`src/bsa_regs.svh`:
```
`ifndef BSA_REGS_SVH
`define BSA_REGS_SVH
// default lane count and its legal range
`define BSA_LANES_DEF 8
`define BSA_LANES_MIN 2
`define BSA_LANES_MAX 32
// default operand word width handled by the serialiser
`define BSA_WORD_DEF 8
// default depth of the word fifo
`define BSA_FIFO_DEPTH 16
`endif

```
`src/bsa_pkg.sv`:
```
package bsa_pkg;
  typedef enum logic [1:0] {
    BSA_IDLE,
    BSA_SHIFT,
    BSA_EXTEND
  } bsa_state_t;
endpackage

```
`src/bsa_if.sv`:
```
`timescale 1ns/1ps
interface bsa_if #(
  parameter int LANES = 8
) (
  input wire logic CLK
);
  logic [LANES-1:0] a_bit;
  logic [LANES-1:0] b_bit;
  logic carry_clear;
  logic enable;
  logic [LANES-1:0] serial_sum_out;

  modport adder (
    input a_bit,
    input b_bit,
    input carry_clear,
    input enable,
    output serial_sum_out
  );
  modport driver (
    output a_bit,
    output b_bit,
    output carry_clear,
    output enable,
    input serial_sum_out
  );
endinterface

```
`src/bsa_fifo.sv`:
```
`timescale 1ns/1ps
module bsa_fifo #(
  parameter int WIDTH = 8,
  parameter int DEPTH = 16
) (
  // clock and reset
  input wire logic CLK,
  input wire logic RESET_N,
  // fill side
  input wire logic [WIDTH-1:0] in_data,
  input wire logic in_valid,
  output logic in_ready,
  // drain side
  output logic [WIDTH-1:0] out_data,
  output logic out_valid,
  input wire logic out_ready
);
  localparam int AW = $clog2(DEPTH);
  logic [WIDTH-1:0] mem [DEPTH];
  logic [AW-1:0] wr_q, wr_d, rd_q, rd_d;
  logic [AW:0] cnt_q, cnt_d;
  logic push, pop;

  assign in_ready = (cnt_q != (AW+1)'(DEPTH));
  assign out_valid = (cnt_q != '0);
  assign push = in_valid && in_ready;
  assign pop = out_valid && out_ready;
  assign out_data = mem[rd_q];

  always_comb begin
    wr_d = wr_q;
    rd_d = rd_q;
    cnt_d = cnt_q;
    if (push) begin
      wr_d = (wr_q == AW'(DEPTH-1)) ? '0 : wr_q + 1'b1;
    end
    if (pop) begin
      rd_d = (rd_q == AW'(DEPTH-1)) ? '0 : rd_q + 1'b1;
    end
    if (push && !pop) begin
      cnt_d = cnt_q + 1'b1;
    end else if (pop && !push) begin
      cnt_d = cnt_q - 1'b1;
    end
  end

  always_ff @(posedge CLK or negedge RESET_N) begin
    if (!RESET_N) begin
      wr_q <= '0;
      rd_q <= '0;
      cnt_q <= '0;
    end else begin
      wr_q <= wr_d;
      rd_q <= rd_d;
      cnt_q <= cnt_d;
    end
  end

  // storage has no reset so it maps onto plain ram
  always_ff @(posedge CLK) begin
    if (push) begin
      mem[wr_q] <= in_data;
    end
  end
endmodule

```
`src/bsa_driver.sv`:
```
`timescale 1ns/1ps
`include "bsa_regs.svh"
module bsa_driver
  import bsa_pkg::*;
#(
  parameter int LANES = `BSA_LANES_DEF,
  parameter int WORD = `BSA_WORD_DEF,
  parameter int DEPTH = `BSA_FIFO_DEPTH
) (
  // clock and reset
  input wire logic CLK,
  input wire logic RESET_N,
  // parallel word pairs in
  input wire logic [LANES*WORD-1:0] OP_A,
  input wire logic [LANES*WORD-1:0] OP_B,
  input wire logic OP_SIGNED,
  input wire logic OP_VALID,
  output logic OP_READY,
  // parallel results out
  output logic [LANES*(WORD+1)-1:0] SUM,
  output logic SUM_VALID,
  // pause for the serial link
  input wire logic HOLD,
  // serial link
  bsa_if.driver LINK
);
  localparam int FW = 2*LANES*WORD + 1;
  localparam int CW = $clog2(WORD+2);

  logic [FW-1:0] f_data;
  logic f_valid, f_take;

  bsa_fifo #(.WIDTH(FW), .DEPTH(DEPTH)) u_fifo (
    .CLK(CLK),
    .RESET_N(RESET_N),
    .in_data({OP_SIGNED, OP_A, OP_B}),
    .in_valid(OP_VALID),
    .in_ready(OP_READY),
    .out_data(f_data),
    .out_valid(f_valid),
    .out_ready(f_take)
  );

  // ************************************************
  // serialiser
  // ************************************************
  bsa_state_t st_q, st_d;
  logic [CW-1:0] bit_q, bit_d;
  logic [LANES*WORD-1:0] a_q, a_d, b_q, b_d;
  logic sgn_q, sgn_d;
  logic [LANES-1:0] a_now, b_now;
  logic step;

  assign step = !HOLD;
  assign f_take = (st_q == BSA_IDLE) && step;

  always_comb begin
    for (int l = 0; l < LANES; l++) begin
      // unsigned words extend with zero in the extra cycle
      a_now[l] = (st_q == BSA_EXTEND && !sgn_q) ? 1'b0 : a_q[l*WORD + int'(bit_q)];
      b_now[l] = (st_q == BSA_EXTEND && !sgn_q) ? 1'b0 : b_q[l*WORD + int'(bit_q)];
    end
  end

  always_comb begin
    st_d = st_q;
    bit_d = bit_q;
    a_d = a_q;
    b_d = b_q;
    sgn_d = sgn_q;
    case (st_q)
      BSA_IDLE: begin
        if (f_valid && step) begin
          {sgn_d, a_d, b_d} = f_data;
          bit_d = '0;
          st_d = BSA_SHIFT;
        end
      end
      BSA_SHIFT: begin
        if (step) begin
          if (bit_q == CW'(WORD-1)) begin
            st_d = BSA_EXTEND; // RULE9
          end else begin
            bit_d = bit_q + 1'b1; // RULE6
          end
        end
      end
      BSA_EXTEND: begin
        if (step) begin
          st_d = BSA_IDLE; // RULE8
        end
      end
      default: st_d = BSA_IDLE;
    endcase
  end

  assign LINK.a_bit = a_now;
  assign LINK.b_bit = b_now;
  assign LINK.enable = step && (st_q != BSA_IDLE);
  assign LINK.carry_clear = (st_q == BSA_SHIFT) && (bit_q == '0); // RULE7

  // ************************************************
  // result collection, one clock behind the link
  // ************************************************
  logic [CW-1:0] got_q, got_d;
  logic [LANES*(WORD+1)-1:0] sum_q, sum_d;
  logic coll_q, coll_d, sv_q, sv_d;

  always_comb begin
    got_d = got_q;
    sum_d = sum_q;
    sv_d = 1'b0;
    coll_d = LINK.enable;
    if (coll_q) begin
      for (int l = 0; l < LANES; l++) begin
        sum_d[l*(WORD+1) + int'(got_q)] = LINK.serial_sum_out[l];
      end
      if (got_q == CW'(WORD)) begin
        got_d = '0;
        sv_d = 1'b1;
      end else begin
        got_d = got_q + 1'b1;
      end
    end
  end

  always_ff @(posedge CLK or negedge RESET_N) begin
    if (!RESET_N) begin
      st_q <= BSA_IDLE;
      bit_q <= '0;
      a_q <= '0;
      b_q <= '0;
      sgn_q <= 1'b0;
      got_q <= '0;
      sum_q <= '0;
      coll_q <= 1'b0;
      sv_q <= 1'b0;
    end else begin
      st_q <= st_d;
      bit_q <= bit_d;
      a_q <= a_d;
      b_q <= b_d;
      sgn_q <= sgn_d;
      got_q <= got_d;
      sum_q <= sum_d;
      coll_q <= coll_d;
      sv_q <= sv_d;
    end
  end

  assign SUM = sum_q;
  assign SUM_VALID = sv_q;
endmodule

```
`src/flat_wrapper.sv`:
```
// flat-port wrapper written by rule: the top's interface ports become plain ports
module bsa_driver_flat import bsa_pkg::*;
#(
  parameter int LANES = `BSA_LANES_DEF,
  parameter int WORD = `BSA_WORD_DEF,
  parameter int DEPTH = `BSA_FIFO_DEPTH
)
  (CLK, RESET_N, OP_A, OP_B, OP_SIGNED, OP_VALID, OP_READY, SUM, SUM_VALID, HOLD, LINK_a_bit, LINK_b_bit, LINK_carry_clear, LINK_enable, LINK_serial_sum_out);
  bsa_if #(.LANES(LANES)) LINK_i (.CLK(CLK));
  input wire logic CLK;
  input wire logic RESET_N;
  input wire logic [LANES*WORD-1:0] OP_A;
  input wire logic [LANES*WORD-1:0] OP_B;
  input wire logic OP_SIGNED;
  input wire logic OP_VALID;
  output logic OP_READY;
  output logic [LANES*(WORD+1)-1:0] SUM;
  output logic SUM_VALID;
  input wire logic HOLD;
  output wire logic [$bits(LINK_i.a_bit)-1:0] LINK_a_bit;
  output wire logic [$bits(LINK_i.b_bit)-1:0] LINK_b_bit;
  output wire logic [$bits(LINK_i.carry_clear)-1:0] LINK_carry_clear;
  output wire logic [$bits(LINK_i.enable)-1:0] LINK_enable;
  input wire logic [$bits(LINK_i.serial_sum_out)-1:0] LINK_serial_sum_out;
  assign LINK_a_bit = LINK_i.a_bit;
  assign LINK_b_bit = LINK_i.b_bit;
  assign LINK_carry_clear = LINK_i.carry_clear;
  assign LINK_enable = LINK_i.enable;
  assign LINK_i.serial_sum_out = LINK_serial_sum_out;
  bsa_driver #(.LANES(LANES), .WORD(WORD), .DEPTH(DEPTH)) u_core (.CLK(CLK), .RESET_N(RESET_N), .OP_A(OP_A), .OP_B(OP_B), .OP_SIGNED(OP_SIGNED), .OP_VALID(OP_VALID), .OP_READY(OP_READY), .SUM(SUM), .SUM_VALID(SUM_VALID), .HOLD(HOLD), .LINK(LINK_i));
endmodule
```
`config.mk`:
```
export PLATFORM = sky130hd
export DESIGN_NAME = bsa_driver_flat
export DESIGN_NICKNAME = d
export VERILOG_FILES = /design/src/bsa_pkg.sv /design/src/bsa_if.sv /design/src/bsa_fifo.sv /design/src/bsa_driver.sv /design/src/flat_wrapper.sv
export VERILOG_INCLUDE_DIRS = /design/src /design/src/src
export SDC_FILE = /design/constraint.sdc
export NUM_CORES = 2
export LEC_CHECK = 0
export BUFFER_PORTS_ARGS = -buffer_cell sky130_fd_sc_hd__clkbuf_2
export CAP_MARGIN = 20
export CORE_MARGIN = 5
export CORE_UTILIZATION = 45
export CTS_CLUSTER_DIAMETER = 30
export DETAILED_ROUTE_END_ITERATION = 12
export PLACE_DENSITY = 0.65
export SLEW_MARGIN = 20
export SYNTH_ARGS = -nofsm -noshare
export SYNTH_HDL_FRONTEND = slang
export SYNTH_HIERARCHICAL = 1
export SYNTH_SLANG_ARGS = --single-unit
export TNS_END_PERCENT = 20
```
`constraint.sdc`:
```
create_clock -name CLK -period 24.5 [get_ports CLK]
set_input_delay 1.225 -clock CLK [delete_from_list [all_inputs] [get_ports CLK]]
set_output_delay 1.225 -clock CLK [all_outputs]
set_load 0.005 [all_outputs]
```
==> summary.md <==
| Metric | Value |
|---|---|
| Initial antenna violation count | 40 |
| Top post-synthesis cells by area | edfxtp_1, mux4_2, dfrtp_1 |
| Run status | finished, final reports clean |
| Overflow after GRT | 0 |
| Mapped Avg Cell Area | around 19 µm² |
| Port Buffer Count | approximately 230 |
| Syn Std Cell Area | 93200 µm² |
| DIE HEIGHT | between 400 and 500 µm |
| Hold-fix buffers, CTS | 0 |
| H-Tree Level Count | 5 |
| Routing usage on met3 | between 5 and 6% |
| Initial core utilization | around 45% |
| Total clock sinks | 2290 |
| Largest net degree at the start of global routing | between 150 and 200 |
| CP max FO | 18 |
| DR iter-0 viols | about 5900 |
| Yosys cell types | between 100 and 150 |
| GRT Total Usage | around a quarter |
| CP startpoint kind | flop |
| Maximum clock rate | between 150 and 200 MHz |
| Endpoint class of the critical path | output port |
| Max Slew Vio Count | 0 |
| Worst Setup Path Type | flop to output port |
| Layout area overhead | 20.3% |
| Total CTS buffers | approximately 430 |
| Worst EP arrival | approximately 3.9 ns |
| P_leak | ~0.038 µW |
| Number of synthesized register bits | between 2000 and 2500 |
| Fin crit period | approximately 5.2 ns |
| Buffer count from post-CTS setup fixing | 0 |
| Met1 Track Usage GR | between 30% and 40% |
| CTS resizes | 0 |
| Rows | approximately 170 |
| M2 GR Usage | ~38% |
| Post-synth top area cell | edfxtp_1 |
| Endpoints failing setup | 0 |
| Post-synth top area share | 66.5% |
| Hold Vio Cnt, Final | 0 |
| Detailed placer's ending HPWL | 131000 µm |
| Worst skew pair latency | 0.98 ns |
| Worst reg2reg path depth | 7 |
| GR peak layer | met2 |
| Unrepaired setup endpoints after global routing | no |
| Gpl congestion | between 0.9 and 1 |
| Via count | roughly 52000 |
| Relative slew slack | ~6.7% |
| Syn Inst Count | 4821 |
| First-pass GRT wire length | between 300000 and 400000 µm |
| Syn. warnings | 6 |
| Fin area | 112000 µm² |
| TritonCTS clock tree | built |
| Die width | 465 µm |
| Worst EP required | about 23 ns |
| Max Cap Viol | 0 |
| Worst-path clk slew | ~0.040 ns |
| Clock skew | a little over 0.07 ns |
| Number of enable flip-flop cells after synthesis | ~2100 |
| Vias in the first global route | approximately 53000 |
| Core Util, Final | between 50% and 60% |
| Overall power | 15000 µW |
| Via density | roughly 6.2 |
| Share of cells above drive strength 1 | 31.6% |
| Most frequent cell after synthesis | edfxtp_1 |
| # IOs | 233 |
| Sequential area share after synthesis | between 70% and 80% |
| Core footprint | 207000 µm² |
| Hold Path Class | primary input to asynchronous set/reset pin |
| Final worst-path cycle share | between 20% and 30% |
| Drt pass-1 iters | 9 |
| DRT antenna net count | 0 |
| Fin nets | ~5400 |
| Routed WL | roughly 260000 µm |
| Synth cell count leaders | edfxtp_1, mux4_2, nand2_1 |
| Setup tns final | 0 ns |
| Power per cell area | roughly 130 nW/µm² |
| Placed cell area | just under 100000 µm² |
| Root buf cell | clkbuf_16 |
| Wire per inst | 30.7 µm |
| Worst-Margin Slew | approximately 1.4 ns |
| Max IR drop VDD | 0.135 mV |
| # DRC | 0 |
| Die Area | between 200000 and 250000 µm² |
| Most used DFF post-synth | edfxtp_1 |
| Clock Tree Buf Depth | 4 |
| Ys async rst share | about a tenth |
| Syn_nets | approximately 5000 |
[flip-flops by register name, indices dropped and copies added (netlist names), 2 cells and up]
signal and flops:
u_core/u_fifo/wr_q 4, u_core/got_q 4, u_core/b_q 64, u_core/a_q 64
u_core/bit_q 4, u_core/st_q 2, u_core/u_fifo/rd_q 4, u_core/u_fifo/mem 2064
u_core/u_fifo/cnt_q 5, u_core/SUM 72
[logic make-up (layout without fill, tap and decap cells)]
kind of cell | after synthesis | count (layout) | share of synthesized area, %
AOI/OAI and AO/OA | 717 | 717 | 5.66
xor gates and xnor gates | 15 | 15 | 0.181
adders and majority gates | 26 | 26 | 0.357
buffers and inverters | 348 | 1163 | 1.85
DFF | 2290 | 2290 | 72.6
muxes | 723 | 723 | 15.8
other | 0 | 12 | 0
and+or+nand+nor | 702 | 702 | 3.60
[final cells by class]
type                            count  area, µm²
Antenna cell                       12       30.0
Clock buffer                      509      11500
Fill cell                       15600      94500
Multi-Input combinational cell   2183      24000
Sequential cell                  2290      67700
Tap cell                         2704       3380
Inverter                           25       93.8
Timing Repair Buffer              342       2160
Clock inverter                    287       3280
[layer usage]
layer,routed length [µm],vias up
met5,226,-
met4,7350,34
met3,23200,566
met2,124000,2663
met1,101000,27500
li1,-,21300
[cells in the final DEF, fill, tap and decap left out, drive strengths merged, types with 19 or more instances in the layout]
cell,Yosys,routed
edfxtp,2064,2064
clkbuf,159,740
mux4,564,564
nand2,274,274
a22oi,264,264
dfrtp,226,226
clkinv,1,154
mux2,152,152
nor2,129,129
buf,164,111
nand3,88,88
a21oi,87,87
o21ai,62,62
bufinv,0,59
inv,24,50
clkinvlp,0,49
a31oi,45,45
nor3,43,43
nor2b,34,34
o31ai,30,30
ha,25,25
and3,22,22
o211ai,21,21
o221ai,20,20
a221oi,20,20
o22ai,19,19
a32oi,19,19
[per-stage QoR]
step                      setup WS [ns]  std cells  hold slack (ns)
after floorplan                   13.15       4821            0.474
after global placement            19.26       7542            0.468
after detailed placement          19.27       7543            0.478
after CTS                         19.22       8339            0.265
after global routing              19.19       8345            0.303
final                             19.34       8352            0.288
[critical path, stage by stage (launching register included)]
cell	delay, ns
dfrtp_4	0.84
buf_4	0.63
mux4_2	0.72
mux4_2	0.51
nor2b_1	0.15
clkbuf_2	0.15
[report_power, final]
group          switching [µW]  leakage, µW  internal, µW
logic                    2420      0.00899          1610
registers                 286       0.0214          4770
clock network            1950      0.00714          3970
[path summary, 6_finish.rpt]
path / start / end / slack [ns]
max: u_core/bit_q[0] / LINK_a_bit[2] / 19.34
min: RESET_N / u_core/SUM[18] / 0.29
max reg2reg: u_core/u_fifo/rd_q[0] / u_core/a_q[62] / 19.88
min reg2reg: u_core/SUM[38] / u_core/SUM[38] / 0.49
max in group asynchronous: RESET_N / u_core/bit_q[0] / 22.71
min in group CLK: u_core/SUM[38] / u_core/SUM[38] / 0.49
(Power assumes the default switching activity.)
